<file path="src/verilog/lead_seq_pkg.sv">
// Constants, register map and field layout of the modem control-lead sequencer
package lead_seq_pkg;
  // Clock and timing base
  localparam int CLK_PERIOD_NS = 10;
  localparam int TICK_PERIOD_NS = 10000000;
  localparam int TICK_CYCLES = (TICK_PERIOD_NS + CLK_PERIOD_NS - 1) / CLK_PERIOD_NS;
  localparam int TICK_MS = 10;
  localparam int CARRIER_WAIT_MS = 35000;
  localparam int DTR_DROP_MS = 200;
  localparam int BLANK_MS = 2000;
  localparam int TIMER_W = 12;
  // Longest waits round down, least times round up
  localparam logic [TIMER_W-1:0] CARRIER_WAIT_TICKS = TIMER_W'(CARRIER_WAIT_MS / TICK_MS);
  localparam logic [TIMER_W-1:0] DTR_DROP_TICKS = TIMER_W'((DTR_DROP_MS + TICK_MS - 1) / TICK_MS);
  localparam logic [TIMER_W-1:0] BLANK_TICKS = TIMER_W'((BLANK_MS + TICK_MS - 1) / TICK_MS);

  // Register byte offsets
  localparam logic [3:0] MODE_OFS = 4'h0;
  localparam logic [3:0] CMD_OFS = 4'h4;
  localparam logic [3:0] STATUS_OFS = 4'h8;
  localparam logic [3:0] EVENT_OFS = 4'hC;

  // Mode register fields
  localparam int MODE_W = 6;
  localparam logic [MODE_W-1:0] MODE_RESET = 6'h00;
  localparam int ROLE_SELECT_BIT = 3;
  localparam int KEYBOARD_PROMPT_SELECT_BIT = 2;
  localparam int FORCED_DTR_BIT = 1;
  localparam int AUTO_CALL_SELECT_BIT = 0;
  localparam int BAUD_SWITCH_LSB = 4;
  localparam logic [3:0] MODE_FORCED_POOL = 4'h2;

  // Command register bits (write only, self clearing)
  localparam int CMD_OUTBOUND_BIT = 0;
  localparam int CMD_RELEASE_BIT = 1;
  localparam int CMD_AUTOBAUD_DONE_BIT = 2;

  // Event register bits (write one to clear)
  localparam int EV_W = 3;
  localparam logic [EV_W-1:0] EV_RESET = 3'h0;
  localparam int EV_CARRIER_TIMEOUT_BIT = 0;
  localparam int EV_REMOTE_DISC_BIT = 1;
  localparam int EV_INBOUND_VALID_BIT = 2;

  // Status register bits
  localparam int ST_DTR_BIT = 0;
  localparam int ST_BUSY_BIT = 1;
  localparam int ST_ACTIVE_BIT = 2;
  localparam int ST_INBOUND_BIT = 3;
  localparam int ST_ESTABLISHED_BIT = 4;
  localparam int ST_AUTOBAUD_BIT = 5;
  localparam int ST_BLANK_BIT = 6;
  localparam int ST_RI_BIT = 7;
  localparam int ST_DCD_BIT = 8;
  localparam int ST_DSR_BIT = 9;
  localparam int ST_DTR_IN_BIT = 10;
  localparam int ST_HOTLINE_BIT = 11;
endpackage

</file>
<file path="src/verilog/interval_timer.sv">
// Tick-based interval timer used for carrier wait, DTR drop and input blanking
`timescale 1ns/10ps
module interval_timer import lead_seq_pkg::*; #(
  parameter int TICK_LEN = TICK_CYCLES
) (
  // Clock and reset
  input wire logic mclk,
  input wire logic resetn,
  // Control
  input wire logic start,
  input wire logic [TIMER_W-1:0] limit,
  // Result
  output logic expired
);
  localparam int PW = $clog2(TICK_LEN + 1);
  localparam logic [PW-1:0] PRE_LAST = PW'(TICK_LEN - 1);

  logic [PW-1:0] pre_q;
  logic [TIMER_W-1:0] cnt_q;
  logic run_q;
  logic expired_q;
  wire tick = (pre_q == PRE_LAST);
  wire last = run_q && tick && (cnt_q <= 12'h001);

  assign expired = expired_q;

  ////////////////////////////////////////////////////////////////////////
  // Prescaler restarts with each interval so the full tick count elapses
  always_ff @(posedge mclk) begin
    if (!resetn || start || tick) begin
      pre_q <= '0;
    end else begin
      pre_q <= pre_q + 1'b1;
    end
  end

  // Down counter of whole ticks, expiry holds until the next start
  always_ff @(posedge mclk) begin
    if (!resetn) begin
      cnt_q <= '0;
      run_q <= 1'b0;
      expired_q <= 1'b0;
    end else if (start) begin
      cnt_q <= limit;
      run_q <= 1'b1;
      expired_q <= 1'b0;
    end else if (last) begin
      run_q <= 1'b0;
      expired_q <= 1'b1;
    end else if (run_q && tick) begin
      cnt_q <= cnt_q - 1'b1;
    end
  end
endmodule // interval_timer

</file>
<file path="src/verilog/lead_sequencer.sv">
// Control-lead sequencer of a modem-pool data port with Avalon-MM registers
// Notes on behaviour
// In modes 0-3 act as DTE, sample DSR, DCD, RI and drive DTR alone.
// With DCD off in modem modes, no menu output and no echo.
// Prompts and messages enabled on inbound calls, suppressed on outbound calls.
// Modes 0 and 1: DTR off when idle, on while a call is processed.
// Modes 2 and 3: DTR always on, dropped 0.2 s at disconnect of established call.
// Outbound call is answered, DTR raised in modes 0/1, data then passes transparently. Code accepts outbound requests only in modes 0 and 2.
// After establishment, DSR or DCD going off means disconnect.
// RI on starts inbound call: DTR on, busy to outbound in modes 0/1.
// DCD must rise within 35 s of inbound activation, else call dropped.
// DCD before timeout validates inbound call, then await carriage return for autobaud.
// Modem asserts RI while ringing and auto-answers when DTR is on.
// Modem drives DCD on with carrier present and off without it.
// Modem resets its parameters to defaults whenever DTR goes off.
// Mode 1 starts a hotline call at once when RI goes on.
// Mode 1 hotline data rate comes from configuration switches 6 and 8.
// Mode 2 ignores RI and DCD about 2 s after a call is released.
// Mode 15 places hotline calls continuously while DTR is on.
// Mode is four bits: DCE role, keyboard prompt, forced DTR, hotline.
// Intervals timed by a tick counter; reset returns idle with idle DTR level.
//
// Decided for this implementation: register access over Avalon-MM and the placing of the registers.
`timescale 1ns/10ps
module lead_sequencer import lead_seq_pkg::*; #(
  parameter int TICK_LEN = TICK_CYCLES
) (
  // Clock and reset
  input wire logic mclk,
  input wire logic resetn,
  // Avalon-MM slave
  input wire logic [3:0] address,
  input wire logic read,
  input wire logic write,
  input wire logic [31:0] writedata,
  output logic [31:0] readdata,
  output logic waitrequest,
  // Modem control leads
  input wire logic ri,
  input wire logic dcd,
  input wire logic dsr,
  output logic dtr,
  // Terminal DTR seen in the DCE modes
  input wire logic dtr_in,
  // Call-processing indications
  output logic call_active,
  output logic busy_outbound,
  output logic prompt_enable,
  output logic menu_enable,
  output logic echo_enable,
  output logic data_pass,
  output logic autobaud_wait,
  output logic hotline_call,
  output logic [1:0] baud_select
);
  typedef enum logic [2:0] {
    IDLE,
    RING,
    IN_CALL,
    OUT_CALL,
    DROP,
    BLANK
  } state_type;

  state_type state_q, state_d;
  logic [MODE_W-1:0] mode_q;
  logic [EV_W-1:0] event_q;
  logic wait_q;
  logic [31:0] rdata_q;
  logic inbound_q;
  logic est_q;
  logic autobaud_q;
  logic dtr_q, busy_q, active_q, prompt_q, menu_q, echo_q, pass_q, hot_q;
  logic [1:0] baud_q;
  logic timer_start;
  logic [TIMER_W-1:0] timer_limit;
  logic timer_expired;

  ////////////////////////////////////////////////////////////////////////
  // Bus decode: one wait state, access taken when waitrequest is low
  wire req = read || write;
  wire accept = req && !wait_q;
  wire wr_mode = accept && write && (address == MODE_OFS);
  wire wr_cmd = accept && write && (address == CMD_OFS);
  wire wr_event = accept && write && (address == EVENT_OFS);
  wire cmd_outbound = wr_cmd && writedata[CMD_OUTBOUND_BIT];
  wire cmd_release = wr_cmd && writedata[CMD_RELEASE_BIT];
  wire cmd_autobaud = wr_cmd && writedata[CMD_AUTOBAUD_DONE_BIT];

  // Mode decode
  wire [3:0] mode = mode_q[3:0];
  wire role_select = mode[ROLE_SELECT_BIT];
  wire keyboard_prompt_select = mode[KEYBOARD_PROMPT_SELECT_BIT];
  wire forced_dtr = mode[FORCED_DTR_BIT];
  wire auto_call_select = mode[AUTO_CALL_SELECT_BIT];
  wire modem_mode = !role_select && !keyboard_prompt_select;
  wire blank_mode = (mode == MODE_FORCED_POOL);
  wire hotline_modem = modem_mode && auto_call_select;
  wire continuous_hotline = role_select && forced_dtr && auto_call_select;

  // Call events
  wire ring_start = modem_mode && ri;
  wire lead_lost = !dcd || !dsr;
  wire remote_disc = est_q && lead_lost;
  wire carrier_timeout = (state_q == RING) && !dcd && timer_expired;
  wire inbound_valid = (state_q == RING) && dcd;
  wire in_call = (state_q == RING) || (state_q == IN_CALL) || (state_q == OUT_CALL);
  wire ends_call = cmd_release || remote_disc || carrier_timeout || !modem_mode;
  wire disc_state = forced_dtr && est_q && modem_mode;
  wire blanking = (state_q == DROP) || (state_q == BLANK);

  // Status word
  wire [31:0] status_word = {20'h00000, hot_q, dtr_in, dsr, dcd, ri, blanking, autobaud_q,
                             est_q, inbound_q, active_q, busy_q, dtr_q};
  wire [31:0] read_mux = (address == MODE_OFS) ? {26'h0, mode_q} :
                         (address == STATUS_OFS) ? status_word :
                         (address == EVENT_OFS) ? {29'h0, event_q} : 32'h00000000;

  assign readdata = rdata_q;
  assign waitrequest = wait_q;
  assign dtr = dtr_q;
  assign call_active = active_q;
  assign busy_outbound = busy_q;
  assign prompt_enable = prompt_q;
  assign menu_enable = menu_q;
  assign echo_enable = echo_q;
  assign data_pass = pass_q;
  assign autobaud_wait = autobaud_q;
  assign hotline_call = hot_q;
  assign baud_select = baud_q;

  ////////////////////////////////////////////////////////////////////////
  // Bus handshake and read data, data latched as waitrequest falls
  always_ff @(posedge mclk) begin
    if (!resetn) begin
      wait_q <= 1'b1;
      rdata_q <= 32'h00000000;
    end else begin
      wait_q <= !(req && wait_q);
      if (read && wait_q) begin
        rdata_q <= read_mux;
      end
    end
  end

  // Mode register and sticky events; a new event wins over its clear
  always_ff @(posedge mclk) begin
    if (!resetn) begin
      mode_q <= MODE_RESET;
      event_q <= EV_RESET;
    end else begin
      if (wr_mode) begin
        mode_q <= writedata[MODE_W-1:0];
      end
      event_q <= (event_q & ~(wr_event ? writedata[EV_W-1:0] : 3'h0)) |
                 {inbound_valid, remote_disc && in_call, carrier_timeout};
    end
  end

  ////////////////////////////////////////////////////////////////////////
  // Call sequencing and interval timer loads
  always_comb begin
    state_d = state_q;
    timer_start = 1'b0;
    timer_limit = CARRIER_WAIT_TICKS;
    case (state_q)
      IDLE: begin
        if (ring_start) begin
          state_d = RING;
          timer_start = 1'b1;
        end else if (cmd_outbound && modem_mode && !auto_call_select) begin
          state_d = OUT_CALL;
        end
      end
      RING: begin
        if (ends_call) begin
          state_d = IDLE;
        end else if (dcd) begin
          state_d = IN_CALL;
        end
      end
      IN_CALL, OUT_CALL: begin
        if (ends_call && disc_state) begin
          state_d = DROP;
          timer_start = 1'b1;
          timer_limit = DTR_DROP_TICKS;
        end else if (ends_call && blank_mode && modem_mode) begin
          state_d = BLANK;
          timer_start = 1'b1;
          timer_limit = BLANK_TICKS;
        end else if (ends_call) begin
          state_d = IDLE;
        end
      end
      DROP: begin
        if (timer_expired && blank_mode) begin
          state_d = BLANK;
          timer_start = 1'b1;
          timer_limit = BLANK_TICKS;
        end else if (timer_expired) begin
          state_d = IDLE;
        end
      end
      BLANK: begin
        if (timer_expired) begin
          state_d = IDLE;
        end
      end
      default: begin
        state_d = IDLE;
      end
    endcase
  end

  // State register; reset returns to idle
  always_ff @(posedge mclk) begin
    if (!resetn) begin
      state_q <= IDLE;
    end else begin
      state_q <= state_d;
    end
  end

  // Call direction, establishment and autobaud wait
  always_ff @(posedge mclk) begin
    if (!resetn || state_d == IDLE) begin
      inbound_q <= 1'b0;
      est_q <= 1'b0;
      autobaud_q <= 1'b0;
    end else begin
      if (state_q == IDLE && state_d == RING) begin
        inbound_q <= 1'b1;
      end
      if (state_d == DROP || state_d == BLANK) begin
        est_q <= 1'b0;
      end else if (inbound_valid || (state_q == OUT_CALL && dcd && dsr)) begin
        est_q <= 1'b1;
      end
      if (inbound_valid && state_d == IN_CALL) begin
        autobaud_q <= 1'b1;
      end else if (cmd_autobaud || state_q != IN_CALL) begin
        autobaud_q <= 1'b0;
      end
    end
  end

  ////////////////////////////////////////////////////////////////////////
  // DTR level per mode group: forced modes stay on except during the drop
  always_ff @(posedge mclk) begin
    if (!resetn) begin
      dtr_q <= MODE_RESET[FORCED_DTR_BIT];
    end else if (!modem_mode) begin
      dtr_q <= 1'b0;
    end else if (forced_dtr) begin
      dtr_q <= (state_d != DROP);
    end else begin
      dtr_q <= (state_d == RING) || (state_d == IN_CALL) || (state_d == OUT_CALL);
    end
  end

  // Busy to outbound calls while an inbound call runs in modes 0 and 1
  always_ff @(posedge mclk) begin
    if (!resetn) begin
      busy_q <= 1'b0;
      active_q <= 1'b0;
    end else begin
      busy_q <= modem_mode && !forced_dtr && (state_d == RING || state_d == IN_CALL);
      active_q <= (state_d == RING) || (state_d == IN_CALL) || (state_d == OUT_CALL);
    end
  end

  // Message gating: nothing shown or echoed without carrier
  always_ff @(posedge mclk) begin
    if (!resetn) begin
      prompt_q <= 1'b0;
      menu_q <= 1'b0;
      echo_q <= 1'b0;
      pass_q <= 1'b0;
    end else begin
      prompt_q <= dcd && (state_d == IN_CALL);
      menu_q <= dcd && (state_d == IN_CALL);
      echo_q <= dcd && ((state_d == IN_CALL) || (state_d == OUT_CALL));
      pass_q <= (state_d == OUT_CALL);
    end
  end

  // Hotline requests and hotline data rate
  always_ff @(posedge mclk) begin
    if (!resetn) begin
      hot_q <= 1'b0;
      baud_q <= 2'h0;
    end else begin
      hot_q <= (hotline_modem && (state_d == RING || state_d == IN_CALL)) ||
               (continuous_hotline && dtr_in);
      baud_q <= hotline_modem ? mode_q[BAUD_SWITCH_LSB +: 2] : 2'h0;
    end
  end

  ////////////////////////////////////////////////////////////////////////
  // Shared interval timer for carrier wait, DTR drop and blanking
  interval_timer #(
    .TICK_LEN(TICK_LEN)
  ) timer_u (
    .mclk(mclk),
    .resetn(resetn),
    .start(timer_start),
    .limit(timer_limit),
    .expired(timer_expired)
  );
endmodule // lead_sequencer
</file>
<file path="config.mk">
export PLATFORM = sky130hd
export DESIGN_NAME = lead_sequencer
export DESIGN_NICKNAME = d
export VERILOG_FILES = /design/src/verilog/lead_seq_pkg.sv /design/src/verilog/interval_timer.sv /design/src/verilog/lead_sequencer.sv
export SDC_FILE = /design/constraint.sdc
export NUM_CORES = 1
export LEC_CHECK = 0
export BUFFER_PORTS_ARGS = -buffer_cell sky130_fd_sc_hd__buf_2
export CORE_ASPECT_RATIO = 1.2
export CORE_MARGIN = 2
export CORE_UTILIZATION = 48
export CTS_CLUSTER_SIZE = 30
export DETAILED_ROUTE_END_ITERATION = 16
export PLACE_DENSITY = 0.76
export SYNTH_ARGS = -nofsm -noshare
export SYNTH_HDL_FRONTEND = slang
export SYNTH_SLANG_ARGS = --single-unit
</file>
<file path="constraint.sdc">
create_clock -name mclk -period 1.85 [get_ports mclk]
set_input_delay 0 -clock mclk [delete_from_list [all_inputs] [get_ports mclk]]
set_output_delay 0 -clock mclk [all_outputs]
set_load 0.01 [all_outputs]
</file>
**Word level (Yosys, flattened, before mapping)**

Index checks and enable logic that the tools add are counted.

- Bits in read-only memories: 0
- Register bits: 91
- RAM bits: 0
- Latch bits: 0
- Output and inout port bits: 44
- Memories kept: 0

- Magnitude comparators: 1
- Muxes and demuxes: 31
- Multipliers: 0
- Shifts and indexed selects: 0
- Reductions and logical operators: 80
- Add/sub/neg operators: 2
- Divide/modulo/power cells: 0
- Equality and inequality tests: 18
- Bitwise operators: 4

Operators by type and width:

| cell | number |
|---|---|
| $mux W12 | 8 |
| $logic_and A1 B1 Y1 | 40 |
| $mux W3 | 11 |
| $pmux W12 S2 | 1 |
| $add A20 B1 Y20 const B | 1 |
| $eq A20 B20 Y1 const B | 1 |
| $logic_or A1 B1 Y1 | 18 |
| $pmux W3 S5 | 1 |
| $eq A3 B2 Y1 const B | 4 |
| $eq A3 B3 Y1 const B | 4 |
| $le A12 B1 Y1 const B | 1 |
| $sub A12 B1 Y12 const B | 1 |
| $logic_not A1 Y1 | 10 |
| $mux W1 | 9 |
| $eq A4 B4 Y1 const B | 2 |
| $eq A3 B1 Y1 const B | 2 |
| $logic_not A3 Y1 | 2 |
| $reduce_and A2 Y1 | 3 |
| $reduce_bool A2 Y1 | 3 |
| $reduce_or A2 Y1 | 3 |
| $eq A4 B2 Y1 const B | 1 |
| $eq A4 B3 Y1 const B | 1 |
| $logic_not A4 Y1 | 1 |
| $and A3 B3 Y3 | 1 |
| other kinds (7) | 7 |

**Depth between registers and ports, before layout**

- Depth after elaboration: 17
- Gate-level depth with buffers: 8
- Depth with buffers taken out: 7

**Cells and area by module**

From an unflattened synthesis, not the netlist that was laid out.

- Cell total of the unflattened synthesis: 422
- Area total of the unflattened synthesis: 3573.4 um^2

Modules (own cells, without submodules):

| module | area each (um^2) | times used | seq. area each (um^2) | cells each |
|---|---|---|---|---|
| lead_sequencer | 1850.5 | 1 | 740.7 | 217 |
| interval_timer | 1722.9 | 1 | 680.7 | 205 |

**Worst setup path before layout**

OpenSTA, ideal clock, no wires.

- Path type: reg-to-reg
- From: reg timer_u.cnt_q[0]
- To: reg timer_u.cnt_q[5]
- Clock period less this slack: 1983 ps
- Data arrival time: 1851 ps
- Path slack: -133 ps
- Stages on the path, launching flop included: 9
- Buffers on the path: 1
- Library setup time: 133 ps
- Cell sequence: dfxtp_1 inv_1 ha_1 o21ba_2 and4_1 nand4b_1 clkbuf_1 o311ai_0 nand3_1

- Word-level cells in the longest chain between the ends: 4
- Elaborated cells on any way between the ends: 8

RTL lines:

| element | line | RTL |
|---|---|---|
| from (decl) | interval_timer.sv:19 | `logic [TIMER_W-1:0] cnt_q;` |
| from (signal assigned) | interval_timer.sv:44 | `cnt_q <= limit;` |
| from (signal assigned) | interval_timer.sv:51 | `cnt_q <= cnt_q - 1'b1;` |
| $sub A12 B1 Y12 or $le A12 B1 Y1 (tied branches) | interval_timer.sv:51, interval_timer.sv:23 |  |
| $mux W12 or $logic_and A1 B1 Y1 (tied branches) | interval_timer.sv:50, interval_timer.sv:23 |  |
| $mux W12 or $ne A2 B1 Y1 (tied branches) | -- |  |
| $mux W12 or $reduce_and A2 Y1 (tied branches) | -- |  |

Several ways; a longest one is shown, not always the timed one. The select of a mux whose other input is x is not followed.
A chain may end at the register's enable or synchronous reset.

**Final worst setup path**

- From: reg timer_u.cnt_q[0]
- To: reg timer_u.cnt_q[7]

Same word-level chain as after synthesis.

==> implementation parameters <==
Parameter                              Value

Run status
  Result of the run    finished, violations left
  Failing checks    negative setup slack

Placement
  Final RePlAce weighted congestion    ~0.96
  Count of input and output buffers    just over 40
  Detailed Place HPWL    approximately 6.6 mm
  Placed Instances    about 580

Critical path
  Cell breakdown of the critical path    buf_4 > or4_4 > buf_4 > nor4_1 > o22ai_2 > a32o_1
  Arrival time of data at the critical path endpoint    approximately 2.2 ns
  Category of the critical setup timing path    register to register
  Crit. End Element    register
  Type of origin of the critical path    register
  Worst path top cell family by delay    simple AND/OR/NAND/NOR gates
  Slowest stage delay, CP    around 0.56 ns
  Largest driver fanout on the critical path    4
  Most repeated library cell on the critical path    sky130_fd_sc_hd__buf_4
  CP required    between 2 and 2.5 ns
  Critical path buffer and inverter count    2
  Crit path max-delay cell type    sky130_fd_sc_hd__or4_4

STA
  RSZ-0062 raised after global routing    true
  Max Fclk    ~510 MHz
  Worst Setup Slack, final    -0.122 ns
  Worst Skew    about 0.01 ns
  Time the worst path needs with I/O delays and setup    1.97 ns
  Setup TNS    -0.781 ns
  Max-slew headroom at the worst pin    a little over three fifths
  Final worst-path cycle share    107%
  Minimum hold slack    between 0.03 and 0.04 ns
  Number of failing hold endpoints at the final stage    0
  Max-slew violation count    0
  Worst-Margin Slew    roughly 0.55 ns
  Final setup fails    13

Floorplanning
  Die Y-Extent    a little under 100 um
  Starting utilization of the core area    between 40% and 50%
  Number of top-level design ports    between 80 and 90
  Chip Width    slightly above 80 um
  Number of standard-cell rows in the floorplan    34
  Core region area    0.00719 mm^2
  Floorplan die area    approximately 0.0081 mm^2

Detailed routing
  DR vias/cell    roughly 5.6
  Post-route antenna net violation count    0
  First DRT Iteration DRCs    150
  Number of vias in the routed layout    approximately 3,400
  Routed length per instance    approximately 15 um
  Remaining routing DRC violations    0
  Total length of routed wires    9.45 mm
  Number of iterations in the first detailed-routing pass    4

Global route
  Global-route wire length before repair    around 15 mm
  Total global routing track utilization    between 20% and 30%
  Via count of the first global-routing pass    roughly 3,300
  Number of antenna violations at the first check in global routing    0
  GR Overflow Total    0
  Maximum number of pins on one net before global-route repair    24

Clocking
  Clock Pin Slew Worst Setup and Hold Paths    about 0.080 ns
  Cts bufs inserted    9
  Clock Root Buffer    sky130_fd_sc_hd__clkbuf_8
  TritonCTS Sinks    71
  H-Tree Level Count    3
  Largest buffer count on any clock path    2
  Clock latency on the worst-skew pair    approximately 0.36 ns
  CTS tree    built

Power
  Maximum ir drop on the vdd rail    approximately 550 uV
  Switch share    between 20% and 30%
  Clk pwr share    39.5%
  Proportion of power drawn by flip-flops and latches    45.0%
  Switching power summed over all nets    992 uW
  Power density over the cells    between 700 and 800 mW/mm^2
  Combinational group share of total power    15.4%
  Standby leakage power    about 2 nW
  Internal power component    2.63 mW

Logic synthesis
  Biggest area contributors in the synthesized netlist    sky130_fd_sc_hd__dfxtp_1 40%, sky130_fd_sc_hd__nor2_1 7.2%, sky130_fd_sc_hd__buf_4 5.3%
  Count of distinct cell types in the synthesized netlist    between 60 and 70
  Adder and majority gate portion of the synthesized area    1.06%
  Synth top area share    between 40% and 50%
  Portion of netlist area occupied by mux cells    ~2.8%
  Cell Area, Synth    between 0.003 and 0.004 mm^2
  FF+latch count, synth    71
  Portion of the post-synthesis area used by sequential elements    between 40 and 50%
  Fraction of the mapped netlist area in compound gates    between 10% and 20%
  Number of flops mapped to enable cells by yosys    0
  Async S/R FF share, synth    0%
  Number of warnings printed during yosys synthesis    0
  Syn Inst Count    405
  Cell taking the most area after synthesis    sky130_fd_sc_hd__dfxtp_1
  Synthesized-area fraction occupied by and/or/nand/nor cells    27.3%
  Dominant combinational cell family by area after synthesis    simple AND/OR/NAND/NOR gates
  Synth Area per Inst    between 8 and 9 um^2
  Main synth FF type    sky130_fd_sc_hd__dfxtp_1
  Post-synthesis xor/xnor area fraction    ~4.7%

Cells and area
  Nets    between 500 and 600
  Area used by multi-input combinational logic    around 0.0021 mm^2
  Layout filler cell count    around 560
  Non-filler instance count after layout    611
  Fraction of layout cells with a size suffix above 1    34.5%
  Synthesis-to-layout area growth    34.9%
  Post-layout utilization of the core    roughly two thirds
  Commonest cells after routing, fill and taps aside    66 x sky130_fd_sc_hd__nor2_1, 64 x sky130_fd_sc_hd__dfxtp_1, 57 x sky130_fd_sc_hd__buf_4, 41 x sky130_fd_sc_hd__buf_2
  Most frequent standard cell in the layout excluding fill and tap cells    sky130_fd_sc_hd__nor2_1
  Total inserted antenna cells    0
  Sequential cell area    0.00143 mm^2

Hold path
  HP Class    input port to register

Run
  Number of maximum-capacitance violations    0
[kinds of logic (layout without fill, tap and decap cells)]
group	after synthesis	count (layout)
adder cells (fa/ha/maj)	3	3
other	1	20
AO/OA/AOI/OAI	70	70
flip-flops	71	71
multiplexers	10	10
buffers and inverters	49	146
XOR/XNOR	19	19
AND/OR/NAND/NOR	182	182
[cell type report]
type | instances | area share (%)
clock buffer | 10 | 2.88
multi-input combinational | 304 | 44.3
sequential | 71 | 30.0
timing repair buffer | 118 | 17.6
tap | 90 | 2.36
inverter | 12 | 0.943
clock inverter | 6 | 1.94
[power by group through the flow]
stage,sequential [mW],clock [mW],combinational (mW)
after CTS,1.63,1.46,0.494
after global placement,1.66,0,0.445
final,1.63,1.43,0.560
after global routing,1.64,1.52,0.609
after detailed placement,1.66,0,0.459
after floorplan,1.66,0,0.305
[flip-flops by register name, indices dropped and copies added, names as in the netlist]
signal,flops
echo_enable,1
timer_u.pre_q,20
call_active,1
menu_enable,1
dtr,1
state_q,3
data_pass,1
inbound_q,1
busy_outbound,1
est_q,1
timer_u.cnt_q,12
waitrequest,1
readdata,12
timer_u.run_q,1
event_q,3
baud_select,2
autobaud_wait,1
hotline_call,1
timer_u.expired,1
mode_q,6
[final timing paths]
check,from,end,slack [ns],cells past startpoint
setup / recovery,timer_u.cnt_q[0],timer_u.cnt_q[7],-0.12,6
hold / removal,resetn,timer_u.cnt_q[4],0.03,3
setup reg to reg,timer_u.cnt_q[0],timer_u.cnt_q[7],-0.12,6
hold reg to reg,timer_u.pre_q[0],timer_u.pre_q[0],0.44,1
[stage by stage]
stage | area, um^2 | power, mW | setup slack [ns]
final | 4780 | 3.63 | -0.122
after detailed placement | 4140 | 2.12 | -0.119
after CTS | 4600 | 3.58 | -0.102
after floorplan | 3630 | 1.97 | 0.00749
after global placement | 4140 | 2.11 | -0.0375
after global routing | 4780 | 3.77 | -0.196
[cells in the mapped netlist (7+ instances only)]
cell	n
sky130_fd_sc_hd__a21oi_1	11
sky130_fd_sc_hd__and3_1	8
sky130_fd_sc_hd__buf_4	25
sky130_fd_sc_hd__clkbuf_1	8
sky130_fd_sc_hd__dfxtp_1	71
sky130_fd_sc_hd__inv_1	12
sky130_fd_sc_hd__mux2i_1	10
sky130_fd_sc_hd__nand2_1	21
sky130_fd_sc_hd__nand3_1	15
sky130_fd_sc_hd__nand4_1	8
sky130_fd_sc_hd__nor2_1	68
sky130_fd_sc_hd__nor2b_1	7
sky130_fd_sc_hd__nor3_1	14
sky130_fd_sc_hd__o21ai_0	8
sky130_fd_sc_hd__xnor2_1	16
[metal layers]
layer / GRT usage [%] / up-vias / share of wire [%]
li1: - / 1646 / -
met1: 25.2 / 1613 / 38
met2: 41.2 / 115 / 52
met3: 4.81 / 33 / 5.1
met4: 13.8 / 0 / 4.4
met5: 0 / - / 0
[what timing repair did]
action,4_1_cts,5_1_grt
gates cloned,0,0
resized for setup,15,41
buffers inserted,6,0
hold endpoints to repair,17,0
hold buffers,12,0
pin swaps,5,10
endpoints found under the setup margin,35,43
[worst register-to-register path, cell delays in order, from the launching register on]
cell                      delay (ns)
sky130_fd_sc_hd__dfxtp_2        0.35
sky130_fd_sc_hd__buf_4          0.13
sky130_fd_sc_hd__or4_4          0.56
sky130_fd_sc_hd__buf_4          0.17
sky130_fd_sc_hd__nor4_1         0.30
sky130_fd_sc_hd__o22ai_2        0.13
sky130_fd_sc_hd__a32o_1         0.23
Power figures use the tool's default switching activity.
